## config.mk

```make
export PLATFORM = sky130hd
export DESIGN_NAME = fco_host_flat
export DESIGN_NICKNAME = d
export VERILOG_FILES = /design/src/inc/fco_pkg.sv /design/src/inc/fco_if.sv /design/src/design/fco_fifo.sv /design/src/design/fco_host.sv /design/src/flat_wrapper.sv
export VERILOG_INCLUDE_DIRS = /design/src /design/src/inc
export SDC_FILE = /design/constraint.sdc
export NUM_CORES = 1
export LEC_CHECK = 0
export BUFFER_PORTS_ARGS = -buffer_cell sky130_fd_sc_hd__buf_2
export CORE_ASPECT_RATIO = 1.25
export CORE_UTILIZATION = 28
export DETAILED_ROUTE_END_ITERATION = 8
export RECOVER_POWER = 25
export SETUP_SLACK_MARGIN = 0.4
export SKIP_CTS_REPAIR_TIMING = 1
export SLEW_MARGIN = 20
export SYNTH_ARGS = -nofsm -noshare
export SYNTH_HDL_FRONTEND = slang
export SYNTH_SLANG_ARGS = --single-unit
```

## constraint.sdc

```tcl
create_clock -name clk -period 6.1 [get_ports clk]
set_input_delay 0.61 -clock clk [delete_from_list [all_inputs] [get_ports clk]]
set_output_delay 0.61 -clock clk [all_outputs]
set_load 0.02 [all_outputs]
```

## src/inc/fco_defines.svh

```systemverilog
`ifndef FCO_DEFINES_SVH
`define FCO_DEFINES_SVH
// ==========================================
// Widths and codes
`define FCO_DATA_W        7
`define FCO_THERM_W       128
`define FCO_CODE_ZERO     7'h00
`define FCO_CODE_TOP      7'h7f
`define FCO_FIFO_DEPTH    8
// ==========================================
// Clock shaping (link clock made from clk by enables)
`define FCO_CLK_PERIOD_NS 8
`define FCO_SAMPLE_NS     12
// Low interval: least time, rounded up, at least one cycle
`define FCO_LOW_CYC       ((`FCO_SAMPLE_NS + `FCO_CLK_PERIOD_NS - 1) / `FCO_CLK_PERIOD_NS)
`define FCO_HIGH_CYC      2
`define FCO_CNT_W         4
`endif

```

## src/inc/fco_pkg.sv

```systemverilog
package fco_pkg;
   // Phase of the conversion clock
   typedef enum logic [1:0] {
      FCO_AUTOZERO = 2'b01,
      FCO_SAMPLE   = 2'b10
   } fco_phase_t;
   // Sample word as captured by the far end
   typedef struct packed {
      logic       over_range;
      logic [6:0] data;
   } fco_word_t;
endpackage : fco_pkg

```

## src/inc/fco_if.sv

```systemverilog
`timescale 1ns/10ps
`default_nettype none
// ==========================================
// Pins between converter and capturing logic
interface fco_if;
   logic       conv_clk;            // Conversion clock level
   logic       data_bits_select;    // First select
   logic       output_group_select; // Second select
   logic [6:0] data_o;              // Data bits driven value
   logic       data_oe;             // Data bits enable
   logic       ovr_o;               // Over-range driven value
   logic       ovr_oe;              // Over-range enable
   modport dev  (input conv_clk, data_bits_select, output_group_select,
                 output data_o, data_oe, ovr_o, ovr_oe);
   modport host (output conv_clk, data_bits_select, output_group_select,
                 input data_o, data_oe, ovr_o, ovr_oe);
endinterface : fco_if
`default_nettype wire

```

## src/design/fco_fifo.sv

```systemverilog
`timescale 1ns/10ps
`default_nettype none
`include "fco_defines.svh"
// ==========================================
// Synchronous FIFO with valid/ready both sides
module fco_fifo #(
   parameter int WIDTH = 8,
   parameter int DEPTH = `FCO_FIFO_DEPTH
) (
   // Clock and reset
   input  wire logic             clk,
   input  wire logic             rst,
   // Fill side
   input  wire logic             in_valid,
   output logic                  in_ready,
   input  wire logic [WIDTH-1:0] in_data,
   // Drain side
   output logic                  out_valid,
   input  wire logic             out_ready,
   output logic      [WIDTH-1:0] out_data
);
   localparam int AW = $clog2(DEPTH);
   logic [WIDTH-1:0] mem_ff [DEPTH];   // Storage
   logic [AW-1:0]    wr_ff, nxt_wr;    // Write pointer
   logic [AW-1:0]    rd_ff, nxt_rd;    // Read pointer
   logic [AW:0]      cnt_ff, nxt_cnt;  // Fill level
   logic             push, pop;        // Accepted moves

   // Handshake and pointer update
   always_comb begin
      // Room while the fill level is below the depth
      in_ready  = (cnt_ff != (AW+1)'(DEPTH));
      out_valid = (cnt_ff != '0);
      out_data  = mem_ff[rd_ff];
      push      = in_valid && in_ready;
      pop       = out_valid && out_ready;
      nxt_wr    = push ? AW'(wr_ff + 1'b1) : wr_ff;
      nxt_rd    = pop ? AW'(rd_ff + 1'b1) : rd_ff;
      nxt_cnt   = cnt_ff + (AW+1)'(push) - (AW+1)'(pop);
   end

   // Pointer registers
   always_ff @(posedge clk or posedge rst) begin
      if (rst) begin
         wr_ff  <= '0;
         rd_ff  <= '0;
         cnt_ff <= '0;
      end else begin
         wr_ff  <= nxt_wr;
         rd_ff  <= nxt_rd;
         cnt_ff <= nxt_cnt;
      end
   end

   // Storage write, no reset needed
   always_ff @(posedge clk) begin
      if (push) begin
         mem_ff[wr_ff] <= in_data;
      end
   end
endmodule : fco_fifo
`default_nettype wire

```

## src/design/fco_host.sv

```systemverilog
`timescale 1ns/10ps
`default_nettype none
`include "fco_defines.svh"
// ==========================================
// Capturing logic: makes conversion clock, selects, queues samples
module fco_host (
   // Clock and reset
   input  wire logic           clk,
   input  wire logic           rst,
   // Pins to converter
   fco_if.host                 pins,
   // User control
   input  wire logic           run,
   input  wire logic           data_bits_sel_in,
   input  wire logic [3:0]     high_cycles,
   // Sample stream
   output logic                smp_valid,
   input  wire logic           smp_ready,
   output logic [7:0]          smp_data,
   output logic                dropped
);
   import fco_pkg::*;

   fco_phase_t      phase_ff, nxt_phase;  // Clock level phase
   logic [3:0]      cnt_ff, nxt_cnt;      // Interval counter
   logic            cclk_ff, nxt_cclk;    // Conversion clock out
   logic            ds_ff, nxt_ds;        // First select out
   logic            gs_ff, nxt_gs;        // Second select out
   logic [1:0]      lat_ff, nxt_lat;      // Rising edges since run
   logic            cap_ff, nxt_cap;      // Capture strobe
   logic            drop_ff, nxt_drop;    // Overflow seen
   logic            ff_ready;             // FIFO room
   logic [3:0]      hi_len;               // High interval length
   fco_word_t       word;                 // Captured pins

   // Clock shaping and capture timing
   always_comb begin
      hi_len    = (high_cycles < 4'(`FCO_HIGH_CYC)) ? 4'(`FCO_HIGH_CYC) : high_cycles;
      nxt_phase = phase_ff;
      nxt_cnt   = cnt_ff;
      nxt_cclk  = cclk_ff;
      nxt_lat   = lat_ff;
      nxt_cap   = 1'b0;
      nxt_ds    = data_bits_sel_in;
      nxt_gs    = 1'b1;
      unique case (phase_ff)
         FCO_AUTOZERO: begin
            if (cnt_ff != 4'h0) begin
               nxt_cnt = cnt_ff - 4'h1;
            end else if (run) begin
               nxt_phase = FCO_SAMPLE;
               nxt_cclk  = 1'b0;
               nxt_cnt   = 4'(`FCO_LOW_CYC - 1);
            end
            // Result valid mid-high, one edge after the sampled low
            if (cnt_ff == 4'h0 && lat_ff == 2'd2) begin
               nxt_cap = 1'b1;
            end
         end
         FCO_SAMPLE: begin
            if (cnt_ff != 4'h0) begin
               nxt_cnt = cnt_ff - 4'h1;
            end else begin
               nxt_phase = FCO_AUTOZERO;
               nxt_cclk  = 1'b1;
               nxt_cnt   = hi_len - 4'h1;
               nxt_lat   = (lat_ff == 2'd2) ? 2'd2 : lat_ff + 2'd1;
            end
         end
         default: begin
            nxt_phase = FCO_AUTOZERO;
            nxt_cclk  = 1'b1;
         end
      endcase
      if (!run && phase_ff == FCO_AUTOZERO && cnt_ff == 4'h0) begin
         nxt_lat = (lat_ff == 2'd2) ? 2'd1 : lat_ff;
      end
      nxt_drop = cap_ff && !ff_ready;
   end

   // Registers
   always_ff @(posedge clk or posedge rst) begin
      if (rst) begin
         phase_ff <= FCO_AUTOZERO;
         cnt_ff   <= 4'h0;
         cclk_ff  <= 1'b1;
         ds_ff    <= 1'b0;
         gs_ff    <= 1'b0;
         lat_ff   <= 2'd0;
         cap_ff   <= 1'b0;
         drop_ff  <= 1'b0;
      end else begin
         phase_ff <= nxt_phase;
         cnt_ff   <= nxt_cnt;
         cclk_ff  <= nxt_cclk;
         ds_ff    <= nxt_ds;
         gs_ff    <= nxt_gs;
         lat_ff   <= nxt_lat;
         cap_ff   <= nxt_cap;
         drop_ff  <= nxt_drop;
      end
   end

   assign pins.conv_clk            = cclk_ff;
   assign pins.data_bits_select    = ds_ff;
   assign pins.output_group_select = gs_ff;
   assign word.over_range = pins.ovr_oe  ? pins.ovr_o  : 1'b0;
   assign word.data       = pins.data_oe ? pins.data_o : 7'h00;
   assign dropped = drop_ff;

   // Sample queue
   fco_fifo #(.WIDTH(8), .DEPTH(`FCO_FIFO_DEPTH)) fco_fifo_i (
      .clk       (clk),
      .rst       (rst),
      .in_valid  (cap_ff),
      .in_ready  (ff_ready),
      .in_data   (word),
      .out_valid (smp_valid),
      .out_ready (smp_ready),
      .out_data  (smp_data)
   );
endmodule : fco_host
`default_nettype wire

```

## src/flat_wrapper.sv

```systemverilog
// flat-port wrapper written by rule: the top's interface ports become plain ports
module fco_host_flat import fco_pkg::*;
  (clk, rst, run, data_bits_sel_in, high_cycles, smp_valid, smp_ready, smp_data, dropped, pins_conv_clk, pins_data_bits_select, pins_output_group_select, pins_data_o, pins_data_oe, pins_ovr_o, pins_ovr_oe);
  fco_if pins_i ();
  input  wire logic clk;
  input  wire logic rst;
  input  wire logic run;
  input  wire logic data_bits_sel_in;
  input  wire logic [3:0] high_cycles;
  output logic smp_valid;
  input  wire logic smp_ready;
  output logic [7:0] smp_data;
  output logic dropped;
  output wire logic [$bits(pins_i.conv_clk)-1:0] pins_conv_clk;
  output wire logic [$bits(pins_i.data_bits_select)-1:0] pins_data_bits_select;
  output wire logic [$bits(pins_i.output_group_select)-1:0] pins_output_group_select;
  input wire logic [$bits(pins_i.data_o)-1:0] pins_data_o;
  input wire logic [$bits(pins_i.data_oe)-1:0] pins_data_oe;
  input wire logic [$bits(pins_i.ovr_o)-1:0] pins_ovr_o;
  input wire logic [$bits(pins_i.ovr_oe)-1:0] pins_ovr_oe;
  assign pins_conv_clk = pins_i.conv_clk;
  assign pins_data_bits_select = pins_i.data_bits_select;
  assign pins_output_group_select = pins_i.output_group_select;
  assign pins_i.data_o = pins_data_o;
  assign pins_i.data_oe = pins_data_oe;
  assign pins_i.ovr_o = pins_ovr_o;
  assign pins_i.ovr_oe = pins_ovr_oe;
  fco_host u_core (.clk(clk), .rst(rst), .pins(pins_i), .run(run), .data_bits_sel_in(data_bits_sel_in), .high_cycles(high_cycles), .smp_valid(smp_valid), .smp_ready(smp_ready), .smp_data(smp_data), .dropped(dropped));
endmodule
```

# Yosys cells after proc, flatten, opt, wreduce, memory -nomap -nowiden
# Memory sizes are Yosys's and may differ from the RTL's.
# Index checks and enable logic that the tools add are counted.
[classes]
n_addsub = 7
magnitude_cmp = 1
eq_ne = 10
muxes = 24
reduce_logical = 16
[op_table]
columns = ["operator", "count"]
rows = [
  ["2-bit 2-to-1 mux", 8],
  ["4-bit 2-to-1 mux", 4],
  ["1-bit 2-to-1 mux", 8],
  ["2-bit inequality test (second input constant)", 4],
  ["4-bit one-hot mux with 2 select lines", 1],
  ["4-bit nonzero test", 2],
  ["4-bit by 1-bit subtractor with 4-bit output (second input constant)", 2],
  ["7-bit 2-to-1 mux", 1],
  ["3-bit by 1-bit adder with 3-bit output (second input constant)", 2],
  ["1-bit logical AND", 6],
  ["3-bit AND reduction", 2],
  ["4-bit by 1-bit adder with 4-bit output", 1],
  ["2-bit == test (second input constant)", 2],
  ["4-bit zero test", 1],
  ["4-bit by 2-bit < comparator with 1-bit output (second input constant)", 1],
  ["4-bit inequality test (second input constant)", 1],
  ["2-bit one-hot mux with 2 select lines", 1],
  ["2-bit nonzero test", 2],
  ["4-bit by 1-bit subtractor with 4-bit output", 1],
  ["3-bit by 2-bit inequality test with 1-bit output (second input constant)", 1],
  ["2-bit by 1-bit adder with 2-bit output (second input constant)", 1],
  ["2-bit by 1-bit == test with 1-bit output (second input constant)", 1],
  ["1-bit zero test", 2],
  ["2-bit by 1-bit inequality test with 1-bit output (second input constant)", 1],
  ["2 further kinds", 2],
]
[word_totals]
reg_bits = 23
mem_bits_rw = 64
output_inout_bits = 13
memories = 1
[mem_list]
columns = ["name", "depth", "word_bits", "read_ports", "rd_clocked_by_memory_dff", "wr", "line", "rtl"]
rows = [
  ["u_core.fco_fifo_i.mem_ff", 8, 8, 1, 0, 1, "fco_fifo.sv:23", "logic [WIDTH-1:0] mem_ff [DEPTH];"],
]

# Logic depth before layout (Yosys ltp)
# Gate-level depths: netlist of run 1.
[depth]
depth_word = 5
ltp_mapped = 11
mapped_depth_nobuf = 11

# Hierarchy
# Synthesis of run 1 repeated with hierarchy kept, for this count alone.
[hier_totals]
cells_unflattened = 219
hier_area_um2 = 3727.3
[modules_own_cells]
columns = ["mod", "instances", "cells_per_inst", "area_each_um2", "seq_area_each_um2"]
rows = [
  ["fco_fifo", 1, 149, 3060.4, 2172.1],
  ["fco_host", 1, 70, 666.9, 301.5],
]

# Worst setup path after synthesis of run 1
# Ideal clock, no wire load.
[synth_timing]
kind = "register to register"
startpoint = "register u_core.fco_fifo_i.cnt_ff[2]"
endpoint = "register u_core.fco_fifo_i.cnt_ff[2]"
setup_ns = 0.123
arrival_time_ns = 2.044
path_slack_ns = 3.933
path_stages_with_launch = 11
path_buffers = 0
synth_period_minus_slack_ns = 2.167
cell_sequence = "dfrtp_1 -> inv_1 -> ha_1 -> a21boi_0 -> inv_1 -> ha_1 -> inv_1 -> ha_1 -> inv_1 -> fa_1 -> xnor2_1"
[synth_between]
elab_chain_len = 4
elab_cells_between_ends = 6
classes_between = "2 x add/sub; 1 x eq/ne; 3 x reduce/logical"
[synth_lines]
columns = ["element", "line", "rtl"]
rows = [
  ["from (decl)", "fco_fifo.sv:26", "logic [AW:0] cnt_ff, nxt_cnt;"],
  ["from (signal assigned)", "fco_fifo.sv:51", "cnt_ff <= nxt_cnt;"],
  ["4-bit inequality test", "fco_fifo.sv:32", "in_ready = (cnt_ff != (AW+1)'(DEPTH));"],
  ["1-bit logical AND", "fco_fifo.sv:35", "push = in_valid && in_ready;"],
  ["4-bit by 1-bit adder with 4-bit output", "fco_fifo.sv:39", "nxt_cnt = cnt_ff + (AW+1)'(push) - (AW+1)'(pop);"],
  ["4-bit by 1-bit subtractor with 4-bit output *", "fco_fifo.sv:39", ""],
  ["net u_core.fco_fifo_i.nxt_cnt[2]", "fco_fifo.sv:26", ""],
]
# Mark *: on every way through the listed nets, which the timed path passes. The rest lies on a longest branch.
# A chain may end at the register's enable or synchronous reset.

# Final worst setup path of run 1
[layout_timing]
startpoint = "register u_core.fco_fifo_i.rd_ff[0]"
endpoint = "output port smp_data[5]"
[layout_between]
elab_chain_len = 1
[layout_lines]
columns = ["element", "line", "rtl"]
rows = [
  ["from (decl)", "fco_fifo.sv:25", "logic [AW-1:0] rd_ff, nxt_rd;"],
  ["from (signal assigned)", "fco_fifo.sv:50", "rd_ff <= nxt_rd;"],
  ["memory 8 x 8 bit", "--", ""],
  ["to (decl)", "flat_wrapper.sv:12", "output logic [7:0] smp_data;"],
]
# Every way passes these cells.

==> flow_metrics.py, run 1 <==
metrics = {
    "grt": {
        "grt_overflow": 0,
        "antenna_found_initial": 1,
        "grt_pass1_vias": 2051,
        "grt_max_degree": 23,
        "grt_pass1_wl_um": 10700,
        "grt_use_total": 0.102,
    },
    "floorplanning": {
        "rows": 47,
        "die_w_um": 106,
        "io-pin-count": 32,
        "die_h_um": 132,
        "coreArea_mm2": 0.0132,
        "die_area_mm2": 0.0139,
        "initial_core_util": 0.286,
    },
    "sta": {
        "hold_violations": 0,
        "finalSetupTns_ns": 0,
        "fin_crit_sh": 0.489,
        "drv_slew": 0,
        "finClkSkew_ns": 0.00874,
        "rsz0062_at_grt": "no",
        "whs_ns": 0.385,
        "fmax_mhz": 335,
        "min_period_ns": 2.98,
        "max_slew.worst_pin.slew_ns": 0.931,
        "finalSetupViolCount": 0,
        "maxSlewHeadroom": 0.377,
        "setup_ws_ns": 3.12,
    },
    "clocking": {
        "cts_made_buffers": 9,
        "clockBufferDepth": 2,
        "cts-root-buf": "clkbuf_16",
        "htreeDepth": 3,
        "clk-insertion-delay-late_ns": 0.33,
        "clock_sinks": 86,
        "clkTransAtPathRegs_ns": 0.07,
        "cts_tree": "built",
    },
    "synth": {
        "synth_top_area_share": 0.510,
        "yosysSeqAreaShare": 0.657,
        "async_flop_share": 0.256,
        "syn-num-nets": 265,
        "synth.largest_area_cell": "edfxtp_1",
        "synthTopCellsByCount": "edfxtp_1, dfrtp_1, inv_1, mux4_1",
        "synth_cell_types": 37,
        "synth_edf_count": 64,
        "netlist_area_mm2": 0.00376,
        "yosysMostFrequentCell": "edfxtp_1",
        "ys.flop_type": "edfxtp_1",
        "syn_area_per_cell_um2": 16.3,
        "syn_inst": 231,
        "synth-seq-cells": 86,
        "ys_top_cells_by_area": "edfxtp_1, dfrtp_1, mux4_1",
        "yosysWarnings": 0,
    },
    "outcome": {
        "status": "complete, no violations",
    },
    "placed_design": {
        "placed_area_mm2": 0.00411,
        "dp_slack_ns": 3.43,
        "place.gp.congestion": 0.755,
        "dp.final_hpwl_um": 4310,
        "dpl.cell_count": 430,
        "numPortBuffers": 31,
    },
    "cells_and_area": {
        "design_area_mm2": 0.00441,
        "final_cells": 446,
        "final_layout_size_suffix_gt1_frac": 0.215,
        "n_antenna_cell": 0,
        "nNetsFinal": 304,
        "syn_to_final_growth_pct": 17.0,
        "utilization": 0.334,
    },
    "worst_hold_path": {
        "hold_depth": 1,
        "hold_path_class": "in2reg",
    },
    "route": {
        "vias_per_cell": 4.53,
        "first_pass_iters": 4,
        "postRouteAntennaNets": 0,
        "first_iter_violations": 124,
        "wirelength_um": 6550,
        "vias": 2019,
        "drc_errors": 0,
        "avgRoutedWirePerCell_um": 14.7,
    },
    "power_and_ir_drop": {
        "p_leak_nw": 1.70,
        "ir_drop_uv": 206,
        "p_per_area_mw_per_mm2": 439,
        "total_power_mw": 1.94,
    },
    "critical_path": {
        "ff2ff_path_depth": 10,
        "worstSetupStartpointType": "flop",
        "cp_max_fo": 18,
        "critPathKind": "reg2out",
        "worst_setup_path_end_kind": "output pin",
        "worstPathRequired_ns": 5.49,
        "cp.arrival_ns": 2.37,
    },
    "flow_run": {
        "cap_violations": 0,
    },
}
## power by group
group          total [mW]  internal (mW)  switching, mW
Sequential          0.823          0.710          0.113
Clock               0.542          0.320          0.222
Combinational       0.571          0.295          0.276
Total                1.94           1.32          0.611
## placed cells by master (no fill, tap or decap), drive strengths merged, types with 4 or more instances in the layout
cell type,n
edfxtp,64
mux4,16
xnor2,4
nor2,14
nand2b,4
nand2,14
mux2,10
ha,14
and2,8
inv,21
dfrtp,21
clkbuf,11
buf,33
## layer usage
layer  GRT usage  share of wire  vias to the layer above
met5           0              0                        -
met4      0.0340          0.013                        0
met3      0.0293          0.044                       13
met2       0.163           0.49                       53
met1       0.131           0.45                     1002
li1            -              -                      951
## cell families (layout without fill, tap and decap cells)
kind of cell / after synthesis / count (layout) / share of synthesized area
compound gates: 20 / 20 / 0.0356
xor+xnor: 6 / 6 / 0.0140
fa+ha+maj: 15 / 15 / 0.0518
buf+inv: 25 / 69 / 0.0319
flops: 86 / 86 / 0.657
mux: 27 / 27 / 0.144
other cells: 1 / 1 / 0.000996
simple gates: 51 / 51 / 0.0645
## critical path: stages, from the launching register on
cell and delay [ns]:
dfrtp_1 0.94, mux4_1 0.66, mux2_2 0.28, buf_2 0.16
## area by class of cell
| type | count | area (µm²) |
|---|---|---|
| well taps | 171 | 214 |
| clock inverters | 6 | 70.1 |
| repair buffers | 34 | 176 |
| multi-input cells | 120 | 1170 |
| fillers | 1282 | 8770 |
| inverters | 19 | 71.3 |
| flip-flops and latches | 86 | 2470 |
| clock buffers | 10 | 229 |
## path summary, 6_finish.rpt
kind | from | endpoint | slack, ns
worst max-delay path | u_core.fco_fifo_i.rd_ff[0] | smp_data[5] | 3.12
worst min-delay path | data_bits_sel_in | u_core.pins.data_bits_select | 0.39
worst max register to register | u_core.fco_fifo_i.cnt_ff[2] | u_core.fco_fifo_i.cnt_ff[2] | 3.62
worst min register to register | u_core.phase_ff[0] | u_core.phase_ff[0] | 0.50
max in group asynchronous | rst | u_core.cnt_ff[1] | 5.13
min in group asynchronous | rst | u_core.pins.data_bits_select | 0.44
## flip-flops by register name, indices dropped and copies added, names as in the netlist
signal                           flops
u_core.cnt_ff                        4
u_core.pins.data_bits_select         1
u_core.pins.output_group_select      1
u_core.fco_fifo_i.mem_ff            64
u_core.phase_ff                      2
u_core.cap_ff                        1
u_core.lat_ff                        2
u_core.dropped                       1
u_core.fco_fifo_i.cnt_ff             4
u_core.fco_fifo_i.wr_ff              3
u_core.fco_fifo_i.rd_ff              3
Power figures use the tool's default switching activity.
==> inputs of run 2 (changes only) <==
--- a/config.mk
+++ b/config.mk
@@ -6,6 +6,7 @@
 export SDC_FILE = /design/constraint.sdc
 export NUM_CORES = 1
 export LEC_CHECK = 0
+export ABC_AREA = 1
 export BUFFER_PORTS_ARGS = -buffer_cell sky130_fd_sc_hd__buf_2
 export CORE_ASPECT_RATIO = 1.25
 export CORE_UTILIZATION = 28
==> constraint.sdc (replaced) <==
create_clock -name clk -period 2.45 [get_ports clk]
set_input_delay 0.245 -clock clk [delete_from_list [all_inputs] [get_ports clk]]
set_output_delay 0.245 -clock clk [all_outputs]
set_load 0.02 [all_outputs]
==> flow_metrics.py, run 2 <==
metrics = {
    "critical_path": {
        "worstSetupStartpointType": "flop",
        "critPathKind": "reg2reg",
        "worstPathCellList": "inv_2 > ha_1 > nand3_1 > nand2_2 > ha_4 > inv_1 > ha_2 > inv_1 > fa_1 > xnor2_1",
        "cp_max_fo": 4,
        "crit_top_cell": "inv_1",
        "slowest_stage": "dfrtp_1",
        "worstPathRequired_ns": 2.67,
        "worst_setup_path_end_kind": "flop",
        "cp.arrival_ns": 2.19,
        "cp_slowest_stage_delay_ns": 0.38,
    },
    "clocking": {
        "cts_made_buffers": 9,
        "clk-insertion-delay-late_ns": 0.34,
        "clkTransAtPathRegs_ns": 0.06,
        "clockBufferDepth": 2,
        "htreeDepth": 3,
        "clock_sinks": 86,
        "cts_tree": "built",
        "cts-root-buf": "clkbuf_16",
    },
    "placed_design": {
        "place.gp.congestion": 0.796,
        "dp.final_hpwl_um": 5380,
        "placed_area_mm2": 0.00428,
        "numPortBuffers": 31,
        "dp_slack_ns": 0.354,
    },
    "cells_and_area": {
        "final_layout_size_suffix_gt1_frac": 0.197,
        "layout_commonest_cell": "nand2_1",
        "design_area_mm2": 0.00461,
        "top_register": "u_core.fco_fifo_i.mem_ff",
        "syn_to_final_growth_pct": 18.8,
        "largest_reg_flops": 64,
        "n_antenna_cell": 0,
        "nNetsFinal": 460,
        "final_cell_mix": "nand2_1, nor2_1, edfxtp_1",
        "reg.largest.list": "u_core.fco_fifo_i.mem_ff x64, u_core.cnt_ff x4, u_core.fco_fifo_i.cnt_ff x4",
        "utilization": 0.344,
    },
    "synth": {
        "syn-num-nets": 412,
        "synth-xor-area-share": 0.0135,
        "yosysWarnings": 0,
        "synthAdderAreaFrac": 0.0503,
        "synth-compound-area-share": 0.0767,
        "ys.flop_type": "edfxtp_1",
        "async_flop_share": 0.256,
        "ys_top_cells_by_area": "edfxtp_1, dfrtp_1, nand2_1",
        "yosysMostFrequentCell": "nand2_1",
        "synth.largest_area_cell": "edfxtp_1",
        "synth_top_family_by_area": "simple AND/OR/NAND/NOR gates",
        "synth_cell_types": 26,
        "synth_edf_count": 64,
        "synth_top_area_share": 0.495,
        "netlist_area_mm2": 0.00388,
        "yosysSeqAreaShare": 0.637,
        "synthSimpleGateAreaFrac": 0.159,
        "syn_inst": 378,
        "synthMuxAreaShare": 0,
        "synth-seq-cells": 86,
        "syn_area_per_cell_um2": 10.3,
        "synthTopCellsByCount": "nand2_1, nor2_1, edfxtp_1, o21ai_1, inv_1",
    },
    "floorplanning": {
        "rows": 47,
        "die_area_mm2": 0.0143,
        "coreArea_mm2": 0.0134,
        "die_h_um": 134,
        "die_w_um": 107,
        "initial_core_util": 0.290,
        "io-pin-count": 32,
    },
    "grt": {
        "grt_pass1_wl_um": 13100,
        "grt_max_degree": 33,
        "antenna_found_initial": 1,
        "grt_pass1_vias": 2659,
        "grt_use_total": 0.120,
        "grt_overflow": 0,
    },
    "sta": {
        "max_slew.worst_pin.slew_ns": 0.878,
        "hold_violations": 0,
        "fin_crit_sh": 0.805,
        "drv_slew": 0,
        "setup_ws_ns": 0.479,
        "rsz0062_at_grt": "no",
        "fmax_mhz": 507,
        "min_period_ns": 1.97,
        "maxSlewHeadroom": 0.414,
        "finalSetupViolCount": 0,
        "finClkSkew_ns": 0.00806,
        "finalSetupTns_ns": 0,
    },
    "route": {
        "avgRoutedWirePerCell_um": 13.2,
        "vias": 2648,
        "postRouteAntennaNets": 0,
        "first_iter_violations": 158,
        "drc_errors": 0,
        "first_pass_iters": 4,
        "vias_per_cell": 4.40,
        "wirelength_um": 7950,
    },
    "power_and_ir_drop": {
        "p_leak_nw": 1.94,
        "ir_drop_uv": 477,
        "p_per_area_mw_per_mm2": 1120,
    },
    "flow_run": {
        "cap_violations": 0,
    },
    "outcome": {
        "status": "complete, no violations",
    },
    "worst_hold_path": {
        "hold_path_class": "in2reg",
    },
}
## run 2: cell count changes in the layout (fill, tap and decap cells not counted), sizes merged, moves of 8 or more
| cell | change |
|---|---|
| nand2 | +66 |
| inv | +25 |
| o21ai | +52 |
| mux4 | -16 |
| and2 | -8 |
| nor2 | +52 |
| mux2 | -10 |
| buf | +13 |
## run 2: worst paths after layout
| path | endpoint | cells past startpoint | slack [ns] | from |
|---|---|---|---|---|
| setup / recovery | u_core.fco_fifo_i.cnt_ff[2] | 10 | 0.48 | u_core.fco_fifo_i.cnt_ff[2] |
| hold / removal | u_core.pins.data_bits_select | 1 | 0.02 | data_bits_sel_in |
| setup reg to reg | u_core.fco_fifo_i.cnt_ff[2] | 10 | 0.48 | u_core.fco_fifo_i.cnt_ff[2] |
| hold reg to reg | u_core.phase_ff[0] | 2 | 0.48 | u_core.phase_ff[0] |
| max in group asynchronous | u_core.fco_fifo_i.rd_ff[0] | 2 | 1.76 | rst |
| min in group asynchronous | u_core.pins.output_group_select | 2 | 0.09 | rst |
## run 2: cell type report
type / instances / area, µm²
clock inverters: 7 / 56.3
multi-input cells: 239 / 1190
clock buffers: 9 / 225
well taps: 171 / 214
inverters: 43 / 166
fillers: 1392 / 8790
repair buffers: 47 / 282
flip-flops and latches: 86 / 2470
## run 2: cells by family (layout without fill, tap and decap cells)
family | Yosys count | in the layout
xor gates and xnor gates | 6 | 6
adders and majority gates | 15 | 15
AOI/OAI and AO/OA | 59 | 59
other | 1 | 1
DFF | 86 | 86
and+or+nand+nor | 158 | 158
buffers and inverters | 53 | 106
## run 2: per-layer routing
layer	share of wire	vias up	track usage
met5	0.0014	-	0
met4	0.013	2	0.0411
met3	0.050	13	0.0308
met2	0.49	60	0.206
met1	0.45	1237	0.143
li1	-	1336	-
## run 2: stage by stage
step,hold slack [ns],total power [mW],cells
2_1_floorplan,0.233,3.38,378
3_3_place_gp,0.354,3.82,584
3_5_place_dp,0.355,3.86,584
4_1_cts,0.00593,5.16,600
5_1_grt,0.0110,5.55,602
6_report,0.0163,5.16,602
## run 2: power breakdown
group,total [mW],internal (mW),switching (mW)
Sequential,1.88,1.73,0.151
Combinational,1.99,0.726,1.26
Clock,1.29,0.699,0.590
## run 2: critical path: cells and delay by family, from the launching register on
family	cells	cell delay, ns
xor gates and xnor gates	1	0.13
adders and majority gates	4	0.89
buffers and inverters	3	0.19
DFF	1	0.38
and+or+nand+nor	2	0.27
